[src/pkg/dici_pkg.sv]
// Purpose: Constants for the digital input change interrupt block
// Assumes: 20 MHz clk, APB slave with 32-bit data
// Notes:   Functional notes below
//
// Functional notes
// - Each byte detects rising, falling or both edges as its edge select says.
// - A byte whose edge select is none never raises an event.
// - Each byte is debounced by 0.3 ms, 1 ms or 3 ms as its delay select says.
// - A master reports on group bit 0 and on bits no slave takes; a slave on its bit 1..7.
// - Without the enable input the block gives no bus acknowledgement.
// - The fault output is raised on any output short to ground or overcurrent.
// - Bytes are read in ascending order; byte 0 freezes capture and byte 3 releases it.
// - With the group ack jumper open the group byte is not acknowledged.
`default_nettype none
package dici_pkg;
  // ---------------------------------------------------------------
  // Register map (byte addresses)
  // ---------------------------------------------------------------
  localparam logic [7:0] ADDR_DATA0  = 8'h00;
  localparam logic [7:0] ADDR_DATA1  = 8'h04;
  localparam logic [7:0] ADDR_DATA2  = 8'h08;
  localparam logic [7:0] ADDR_DATA3  = 8'h0C;
  localparam logic [7:0] ADDR_CONFIG = 8'h10;
  localparam logic [7:0] ADDR_GROUP  = 8'h14;
  localparam logic [7:0] ADDR_STATUS = 8'h18;
  localparam logic [7:0] ADDR_MASK   = 8'h1C;
  // ---------------------------------------------------------------
  // Config fields and reset value
  // ---------------------------------------------------------------
  localparam int EDGE_LSB   = 0;   // 2 bits per byte
  localparam int DELAY_LSB  = 8;   // 2 bits per byte
  localparam int MASTER_BIT = 16;
  localparam int GBIT_LSB   = 18;  // 3 bits, slave group bit
  localparam int TAKEN_LSB  = 24;  // 8 bits, bits held by slaves
  localparam logic [31:0] CONFIG_RESET = 32'h0000_0000;
  localparam int STATUS_W   = 5;   // bits 3:0 byte events, bit 4 fault
  localparam int FAULT_BIT  = 4;
  // Edge select codes
  localparam logic [1:0] EDGE_NONE = 2'h0;
  localparam logic [1:0] EDGE_RISE = 2'h1;
  localparam logic [1:0] EDGE_FALL = 2'h2;
  localparam logic [1:0] EDGE_BOTH = 2'h3;
  // Delay select codes (3 also means 3 ms)
  localparam logic [1:0] DELAY_0P3 = 2'h0;
  localparam logic [1:0] DELAY_1   = 2'h1;
  // ---------------------------------------------------------------
  // Timing
  // ---------------------------------------------------------------
  localparam int CLK_HZ      = 20_000_000;
  localparam int DELAY_0P3_US = 300;
  localparam int DELAY_1_US   = 1000;
  localparam int DELAY_3_US   = 3000;
  localparam int CYC_0P3 = DELAY_0P3_US * (CLK_HZ / 1_000_000);
  localparam int CYC_1   = DELAY_1_US * (CLK_HZ / 1_000_000);
  localparam int CYC_3   = DELAY_3_US * (CLK_HZ / 1_000_000);
endpackage
`default_nettype wire

[src/hw/dici_top.sv]
// Purpose: Edge-watching 32-input port with debounce, group byte and interrupt
// Assumes: All inputs synchronous to clk; APB slave
// Notes:   Outputs come from flip-flops; debounce counts are parameters
//
// Implementation choices: the address map and the APB register port.
`default_nettype none
module dici_top
  import dici_pkg::*;
#(
  parameter int DEB_0P3 = CYC_0P3,
  parameter int DEB_1   = CYC_1,
  parameter int DEB_3   = CYC_3
) (
  input  wire logic        clk,
  input  wire logic        reset,
  input  wire logic        psel,
  input  wire logic        penable,
  input  wire logic        pwrite,
  input  wire logic [7:0]  paddr,
  input  wire logic [31:0] pwdata,
  output logic [31:0]      prdata,
  output logic             pready,
  output logic             pslverr,
  input  wire logic [31:0] processIn,
  input  wire logic        enableIn,
  input  wire logic        group_ack_jumper,
  input  wire logic [7:0]  outShort,
  input  wire logic [7:0]  outOvercurrent,
  output logic             faultSignal,
  output logic             irq
);
  // ---------------------------------------------------------------
  // State
  // ---------------------------------------------------------------
  logic [31:0]         config_r;
  logic [31:0]         filt_r;
  logic [31:0]         capture_r;
  logic [3:0]          pending_r;
  logic                frozen_r;
  logic [STATUS_W-1:0] status_r;
  logic [STATUS_W-1:0] mask_r;
  logic [31:0]         prdata_r;
  logic                pready_r;
  logic                pslverr_r;
  logic                fault_r;
  logic                irq_r;
  logic [3:0]          edgeHit;
  logic [7:0]          groupValue;
  logic                done;
  logic                faultNow;
  logic [STATUS_W-1:0] statusSet;

  assign prdata      = prdata_r;
  assign pready      = pready_r;
  assign pslverr     = pslverr_r;
  assign faultSignal = fault_r;
  assign irq         = irq_r;

  // Access phase completes on this edge
  assign done = psel && penable && pready_r;

  // ---------------------------------------------------------------
  // Per-byte debounce and edge detection
  // ---------------------------------------------------------------
  for (genvar b = 0; b < 4; b++) begin : g_byte
    logic [15:0] cnt_r;
    logic [15:0] limit;
    logic [1:0]  esel;
    logic [7:0]  raw;
    logic [7:0]  rise;
    logic [7:0]  fall;
    logic [7:0]  nxtFilt;
    assign raw  = processIn[8*b +: 8];
    assign esel = config_r[EDGE_LSB + 2*b +: 2];
    // Delay choice per byte
    always_comb begin
      unique case (config_r[DELAY_LSB + 2*b +: 2])
        DELAY_0P3: limit = 16'(DEB_0P3);
        DELAY_1:   limit = 16'(DEB_1);
        default:   limit = 16'(DEB_3);
      endcase
    end
    // Byte accepted only once it has differed from the filtered byte for the full delay
    always_ff @(posedge clk or posedge reset) begin
      if (reset) begin
        cnt_r <= 16'h0000;
      end else if (raw == filt_r[8*b +: 8]) begin
        cnt_r <= 16'h0000;
      end else if (cnt_r >= limit - 16'h0001) begin
        cnt_r <= 16'h0000;
      end else begin
        cnt_r <= cnt_r + 16'h0001;
      end
    end
    assign nxtFilt = (raw != filt_r[8*b +: 8] && cnt_r >= limit - 16'h0001)
                     ? raw : filt_r[8*b +: 8];
    always_ff @(posedge clk or posedge reset) begin
      if (reset) begin
        filt_r[8*b +: 8] <= 8'h00;
      end else begin
        filt_r[8*b +: 8] <= nxtFilt;
      end
    end
    assign rise = nxtFilt & ~filt_r[8*b +: 8];
    assign fall = ~nxtFilt & filt_r[8*b +: 8];
    // None position never yields an event
    always_comb begin
      unique case (esel)
        EDGE_RISE: edgeHit[b] = |rise;
        EDGE_FALL: edgeHit[b] = |fall;
        EDGE_BOTH: edgeHit[b] = |(rise | fall);
        default:   edgeHit[b] = 1'b0;
      endcase
    end
    // Pending flag: set beats the read clear
    always_ff @(posedge clk or posedge reset) begin
      if (reset) begin
        pending_r[b] <= 1'b0;
      end else if (edgeHit[b]) begin
        pending_r[b] <= 1'b1;
      end else if (done && !pwrite && paddr == ADDR_DATA0 + 8'(4*b)) begin
        pending_r[b] <= 1'b0;
      end
    end
  end

  // ---------------------------------------------------------------
  // Capture freeze across a four-byte scan
  // ---------------------------------------------------------------
  always_ff @(posedge clk or posedge reset) begin
    if (reset) begin
      frozen_r <= 1'b0;
    end else if (done && !pwrite && paddr == ADDR_DATA0) begin
      frozen_r <= 1'b1;
    end else if (done && !pwrite && paddr == ADDR_DATA3) begin
      frozen_r <= 1'b0;
    end
  end

  // Snapshot held still so the four bytes form one coherent sample
  always_ff @(posedge clk or posedge reset) begin
    if (reset) begin
      capture_r <= 32'h0000_0000;
    end else if (!frozen_r) begin
      capture_r <= filt_r;
    end
  end

  // Group byte: master owns bit 0 and unclaimed bits, slave one bit
  always_comb begin
    groupValue = 8'h00;
    if (config_r[MASTER_BIT]) begin
      groupValue = {8{|pending_r}} & ~{config_r[TAKEN_LSB + 1 +: 7], 1'b0};
    end else if (config_r[GBIT_LSB +: 3] != 3'h0) begin
      groupValue[config_r[GBIT_LSB +: 3]] = |pending_r;
    end
  end

  // ---------------------------------------------------------------
  // APB slave: one wait state, silent while disabled
  // ---------------------------------------------------------------
  always_ff @(posedge clk or posedge reset) begin
    if (reset) begin
      pready_r  <= 1'b0;
      pslverr_r <= 1'b0;
      prdata_r  <= 32'h0000_0000;
    end else begin
      pready_r  <= psel && penable && !pready_r && enableIn;
      pslverr_r <= 1'b0;
      prdata_r  <= 32'h0000_0000;
      if (psel && penable && !pready_r) begin
        unique case (paddr)
          ADDR_DATA0:  prdata_r <= {24'h000000, capture_r[7:0]};
          ADDR_DATA1:  prdata_r <= {24'h000000, capture_r[15:8]};
          ADDR_DATA2:  prdata_r <= {24'h000000, capture_r[23:16]};
          ADDR_DATA3:  prdata_r <= {24'h000000, capture_r[31:24]};
          ADDR_CONFIG: prdata_r <= config_r;
          ADDR_GROUP: begin
            prdata_r  <= group_ack_jumper ? {24'h000000, groupValue} : 32'h0000_0000;
            pslverr_r <= !group_ack_jumper;
          end
          ADDR_STATUS: prdata_r <= {27'h0000000, status_r};
          ADDR_MASK:   prdata_r <= {27'h0000000, mask_r};
          default:     pslverr_r <= 1'b1;
        endcase
      end
    end
  end

  // Software-written configuration and mask
  always_ff @(posedge clk or posedge reset) begin
    if (reset) begin
      config_r <= CONFIG_RESET;
      mask_r   <= '0;
    end else if (done && pwrite) begin
      if (paddr == ADDR_CONFIG) begin
        config_r <= pwdata;
      end
      if (paddr == ADDR_MASK) begin
        mask_r <= pwdata[STATUS_W-1:0];
      end
    end
  end

  // ---------------------------------------------------------------
  // Fault output and interrupt status
  // ---------------------------------------------------------------
  assign faultNow = |outShort || |outOvercurrent;
  always_ff @(posedge clk or posedge reset) begin
    if (reset) begin
      fault_r <= 1'b0;
    end else begin
      fault_r <= faultNow;
    end
  end

  // Event sources in status bit order; keeps the loop index in range
  assign statusSet = {faultNow, edgeHit};

  // Sticky bits, write one to clear; a new event wins
  always_ff @(posedge clk or posedge reset) begin
    if (reset) begin
      status_r <= '0;
    end else begin
      for (int i = 0; i < STATUS_W; i++) begin
        if (statusSet[i]) begin
          status_r[i] <= 1'b1;
        end else if (done && pwrite && paddr == ADDR_STATUS && pwdata[i]) begin
          status_r[i] <= 1'b0;
        end
      end
    end
  end

  always_ff @(posedge clk or posedge reset) begin
    if (reset) begin
      irq_r <= 1'b0;
    end else begin
      irq_r <= |(status_r & mask_r);
    end
  end
endmodule
`default_nettype wire

[config.mk]
export PLATFORM = sky130hd
export DESIGN_NAME = dici_top
export DESIGN_NICKNAME = d
export VERILOG_FILES = /design/src/pkg/dici_pkg.sv /design/src/hw/dici_top.sv
export SDC_FILE = /design/constraint.sdc
export NUM_CORES = 1
export LEC_CHECK = 0
export BUFFER_PORTS_ARGS = -buffer_cell sky130_fd_sc_hd__clkbuf_2
export CAP_MARGIN = 30
export CORE_ASPECT_RATIO = 0.75
export CORE_MARGIN = 2
export CORE_UTILIZATION = 50
export CTS_CLUSTER_DIAMETER = 120
export CTS_CLUSTER_SIZE = 30
export DETAILED_ROUTE_END_ITERATION = 7
export GPL_TIMING_DRIVEN = 1
export PLACE_DENSITY = 0.7
export SYNTH_ARGS = -nofsm -noshare
export SYNTH_HDL_FRONTEND = slang
export SYNTH_SLANG_ARGS = --single-unit
[constraint.sdc]
create_clock -name clk -period 8.6 [get_ports clk]
set_input_delay 1.29 -clock clk [delete_from_list [all_inputs] [get_ports clk]]
set_output_delay 1.29 -clock clk [all_outputs]
set_load 0.01 [all_outputs]
# Yosys cells after proc, flatten, opt, wreduce, memory -nomap -nowiden
# Cells that the tools add are included.
# totals
mem_count	0
ff_bits	211
input_bits	95
word_cells	203
romBits	0
latch_bits	0
ram_bits	0
# classes
add_sub_neg	8
n_div	0
n_mul	0
shifts	0
order_cmp	6
n_eq_ne	31
reduce_logical	60
n_mux	48
bitwise_logic	24
# ops
op	count
32-bit case mux with 8 select lines	1
16-bit 2-to-1 mux	8
16-bit case mux with 2 select lines	4
8-bit OR reduction	14
8-bit bitwise AND	10
8-bit inverter	9
16-bit by 1-bit adder with 16-bit output, second input constant	4
16-bit >= comparator	4
16-bit by 1-bit subtractor with 16-bit output, second input constant	4
8-bit 2-to-1 mux	7
8-bit by 5-bit == test with 1-bit output, second input constant	4
8-bit == test	4
32-bit 2-to-1 mux	1
8-bit != test	4
8-bit bitwise OR	4
1-bit logical AND	21
1-bit 2-to-1 mux	21
2-bit nonzero test	10
2-bit by 1-bit == test with 1-bit output, second input constant	8
2-bit == test, second input constant	8
8-bit by 4-bit == test with 1-bit output, second input constant	2
1-bit case mux with 3 select lines	4
8-bit by 3-bit == test with 1-bit output, second input constant	1
2-bit zero test	4
other kinds (13)	16

# Depth between registers and ports, before layout
# logic_depth
depth_word	12
ltp_mapped	16
ltp_nobuf	14

# Worst setup path after synthesis
# OpenSTA, ideal clock, no wires.
# synth_path
kind	input port to flip-flop
from	in processIn[5]
to	reg pending_r[0]
path_slack_ns	4.872
path_stages	12
setup_ns	0.118
path_buffers	2
t_arrival_ns	3.610
cell_sequence	and2b_2 -> a2111oi_0 -> nand4_1 -> and2b_1 -> buf_6 -> buf_12 -> mux2_4 -> ha_1 -> nand4_1 -> o311ai_0 -> o41ai_1 -> a21o_1
# synth_between
elab_chain_len	9
elab_cells_between_ends	13
cone_classes	eq/ne: 1; mux: 3; bitwise: 4; reduce/logical: 5
# synth_rtl
element	line	text
start: declaration	dici_top.sv:24	input wire logic [31:0] processIn,
8-bit != test	dici_top.sv:95	assign nxtFilt = (raw != filt_r[8*b +: 8] && cnt_r >= limit - 16'h0001)
1-bit logical AND	dici_top.sv:95	
8-bit 2-to-1 mux (*)	dici_top.sv:96	? raw : filt_r[8*b +: 8];
8-bit inverter	dici_top.sv:105	assign fall = ~nxtFilt & filt_r[8*b +: 8];
8-bit bitwise AND	dici_top.sv:105	
8-bit bitwise OR	dici_top.sv:111	EDGE_BOTH: edgeHit[b] = |(rise | fall);
8-bit OR reduction	dici_top.sv:111	
1-bit case mux with 3 select lines (*)	dici_top.sv:108	unique case (esel)
1-bit 2-to-1 mux / 2-bit nonzero test (equally long branches)	--	
end signal: indexed assignment	dici_top.sv:118	pending_r[b] <= 1'b0;
end signal: indexed assignment	dici_top.sv:120	pending_r[b] <= 1'b1;
end signal: indexed assignment	dici_top.sv:122	pending_r[b] <= 1'b0;
end: declaration	dici_top.sv:38	logic [3:0] pending_r;
# Every way passes the cells marked *; elsewhere a longest branch is shown, timed or not.
# A chain may end at the register's enable or synchronous reset.

# Final worst setup path
# layout_path
from	reg config_r[9]
to	reg pending_r[0]
# layout_between
elab_chain_len	12
elab_cells_between_ends	17
cone_classes	add/sub: 1; order compare: 1; eq/ne: 1; mux: 4; bitwise: 4; reduce/logical: 6
# layout_rtl
element	line	text
start: declaration	dici_top.sv:35	logic [31:0] config_r;
start signal: assignment	dici_top.sv:197	config_r <= pwdata;
2-bit by 1-bit == test with 1-bit output / 2-bit zero test (equally long branches)	dici_top.sv:77	unique case (config_r[DELAY_LSB + 2*b +: 2])
16-bit case mux with 2 select lines (*)	dici_top.sv:77	
16-bit by 1-bit subtractor with 16-bit output (*)	dici_top.sv:95	
16-bit >= comparator (*)	dici_top.sv:95	
1-bit logical AND (*)	dici_top.sv:95	
8-bit 2-to-1 mux (*)	dici_top.sv:96	
8-bit inverter	dici_top.sv:105	
8-bit bitwise AND	dici_top.sv:105	
8-bit bitwise OR	dici_top.sv:111	
8-bit OR reduction	dici_top.sv:111	
1-bit case mux with 3 select lines (*)	dici_top.sv:108	
1-bit 2-to-1 mux / 2-bit nonzero test (equally long branches)	--	
# Marks and branches as above.

==> flow_metrics.tcl <==
set metrics [dict create \
    status "completed" \
    clock_sinks 211 \
    worstPathArrival_ps 4450 \
    skew_ps 37.25 \
    synth_simple_gate_area_share_pct 18.46 \
    detail_route.first_pass.iterations 6 \
    core_mm2 0.02294 \
    cts_max_level 1 \
    setup_viol 0 \
    io_pins 131 \
    fin_crit_sh_pct 47.45 \
    ys_seq_area_share_pct 45.39 \
    tns_ps 0 \
    ir_worst_vdd_mv 0.1095 \
    antenna_found_initial 1 \
    grt_max_degree 143 \
    grt_use_met3_pct 3.161 \
    cp_max_fo 16 \
    required_ps 8970 \
    tightest_slew_ps 922.7 \
    cap_violations 0 \
    relSlewSlack_pct 37.92 \
    p_per_area_mw_per_mm2 176.6 \
    gp_congestion 0.8706 \
    post_cts_resized 0 \
    area_growth_pct 10.08 \
    grt_pass1_wl_um 40890 \
    gr-usage-all-layers_pct 20.51 \
    cts_tree "yes" \
    initial_core_util_pct 50.70 \
    syn_area_per_cell_um2 10.63 \
    synth-xor-area-share_pct 4.216 \
    min_period_ps 4080 \
    synthAdderAreaFrac_pct 8.175 \
    yosys_warnings 0 \
    fill_cells 2051 \
    final_nets 1377 \
    rsz0062_at_grt "no" \
    insertion_delay_ps 470 \
    max_freq_ghz 0.2451 \
    die_height_um 136.1 \
    layout-drive-gt1-share_pct 23.05 \
    port_buffers 130 \
    synth_top_family_by_area "simple AND/OR/NAND/NOR gates" \
    synth_ff_type "dfrtp_1" \
    antenna_left 0 \
    wl_per_cell_um 16.60 \
    grt-busiest-layer "met1" \
    async_flop_share_pct 100.0 \
    cp-end-kind "flip-flop" \
    cts_setup_buffers 0 \
    cts_root_buf "clkbuf_16" \
    postCtsHoldBufs 0 \
    synth_edf_count 0 \
    hp-class "flip-flop to flip-flop" \
    dieArea_mm2 0.02451 \
    drc 0 \
    drv_slew 0 \
    detail_route.wirelength_um 25020 \
    vias 8301 \
    synth_nets 1265 \
    worstSetupStartpointType "flip-flop" \
    clk_pin_slew_ps 110 \
    grt-ovfl-total 0 \
    syn_inst 1094 \
    first_iter_violations 660 \
    synth_area_mm2 0.01163 \
    synth_compound_area_share_pct 8.228 \
    cts_made_buffers 11 \
    synth_mux_area_share_pct 11.81 \
    avgViaCountPerCell 5.508 \
    p_leak_nw 6.186 \
    grt.met2_usage_pct 30.84 \
    ys_ff_latch 211 \
    crit_type "flip-flop to flip-flop" \
    yosys.cell_types.count 66 \
    power.total_mw 2.261 \
    hold_viol_final 0 \
    placementRows 48 \
    use_met1_pct 31.86 \
    hpwl_um 18830 \
    grt_pass1_vias 7747 \
    die_w_um 180.1 \
    cts_buffer_depth 3 \
]
-- power by group --
group | internal, mW | switching (mW)
logic | 0.206 | 0.221
registers | 1.14 | 0.133
clock network | 0.241 | 0.319
-- sequential cells by signal, indices dropped and copies added, names as in the netlist, 4 cells and up --
signal / flops
mask_r: 5
prdata: 32
config_r: 32
g_byte.cnt_r: 64
pending_r: 4
filt_r: 32
capture_r: 32
status_r: 5
-- synth_stat cells, types with 15 or more instances --
master	instances	area [um2]
dfrtp_1	211	5280
nor2_1	93	349.1
nand2_1	82	307.8
ha_1	76	950.9
mux2_2	74	833.3
inv_1	54	202.7
o21ai_0	46	230.2
nand3_1	40	200.2
nand4_1	35	219.0
mux2_4	30	450.4
xor2_1	30	262.8
a21oi_1	29	145.1
and2_1	29	181.4
xnor2_1	26	227.7
nor2b_1	23	143.9
nand2b_1	19	118.9
clkbuf_1	18	67.56
and3_1	15	93.84
nor4_1	15	93.84
-- worst paths after layout --
kind                                               from                      endpoint  slack, ps  cells after the start
setup / recovery                config_r[9]$_DFFE_PP0P_      pending_r[0]$_DFFE_PP0P_       4520                     12
hold / removal             g_byte[3].cnt_r[0]$_DFF_PP0_  g_byte[3].cnt_r[0]$_DFF_PP0_        470                      1
setup reg to reg                config_r[9]$_DFFE_PP0P_      pending_r[0]$_DFFE_PP0P_       4520                     12
hold reg to reg            g_byte[3].cnt_r[0]$_DFF_PP0_  g_byte[3].cnt_r[0]$_DFF_PP0_        470                      1
max in group asynchronous                         reset     capture_r[27]$_DFFE_PP0N_       6140                      4
min in group asynchronous                         reset          prdata[13]$_DFF_PP0_        750                      2
-- layout make-up --
type	instances	area, um2	area share (%)
multi-input combinational	793	5919	46.23
timing repair buffer	135	708.2	5.531
sequential	211	5280	41.24
clock buffer	12	279.0	2.179
inverter	54	210.2	1.642
clock inverter	1	30.03	0.2345
tap	300	375.4	2.931
antenna	1	2.502	0.01954
-- logic make-up (layout without fill, tap and decap cells) --
group / after synthesis / after routing
AND/OR/NAND/NOR: 403 / 403
flip-flops: 211 / 211
other: 0 / 1
adder cells (fa/ha/maj): 76 / 76
multiplexers: 113 / 113
XOR/XNOR: 56 / 56
buffers and inverters: 90 / 202
AO/OA/AOI/OAI: 145 / 145
-- layout by cell type, fill, tap and decap left out, types with 29 or more instances in the layout --
cell type    n
xor2_1      30
inv_1       53
nand3_1     40
o21ai_0     46
ha_1        76
clkbuf_2   130
nor2_1      93
mux2_2      74
dfrtp_1    211
and2_1      29
mux2_4      30
a21oi_1     29
nand2_1     82
nand4_1     35
-- per-stage QoR --
stage                     worst slack [ps]  instances  instance area [um2]  utilization [%]  hold WS (ps)
final                                 4520       1507                12800            55.81         469.6
after global routing                  4269       1506                12800            55.80         497.3
after CTS                             4522       1505                12770            55.68         467.7
after detailed placement              4335       1492                12470            54.34         451.6
after global placement                4427       1492                12470            54.34         443.6
after floorplan                       1544       1094                11630                -         425.1
-- per-layer routing --
layer | vias to the layer above | share of wire [%]
li1 | 4071 | -
met1 | 3999 | 51
met2 | 209 | 42
met3 | 22 | 5.3
met4 | 0 | 1.2
met5 | - | 0
-- critical path, cell delays in order (launching register included) --
cell and delay, ps:
dfrtp_1 460, or2_2 370, ha_1 220, nor4_2 240
a22oi_1 140, a211oi_1 510, and2b_1 530, mux2_4 420
ha_1 290, nand4_1 80, o311ai_0 350, o41ai_1 190
a21o_1 180
No activity file was read; power rests on OpenSTA's default activity.
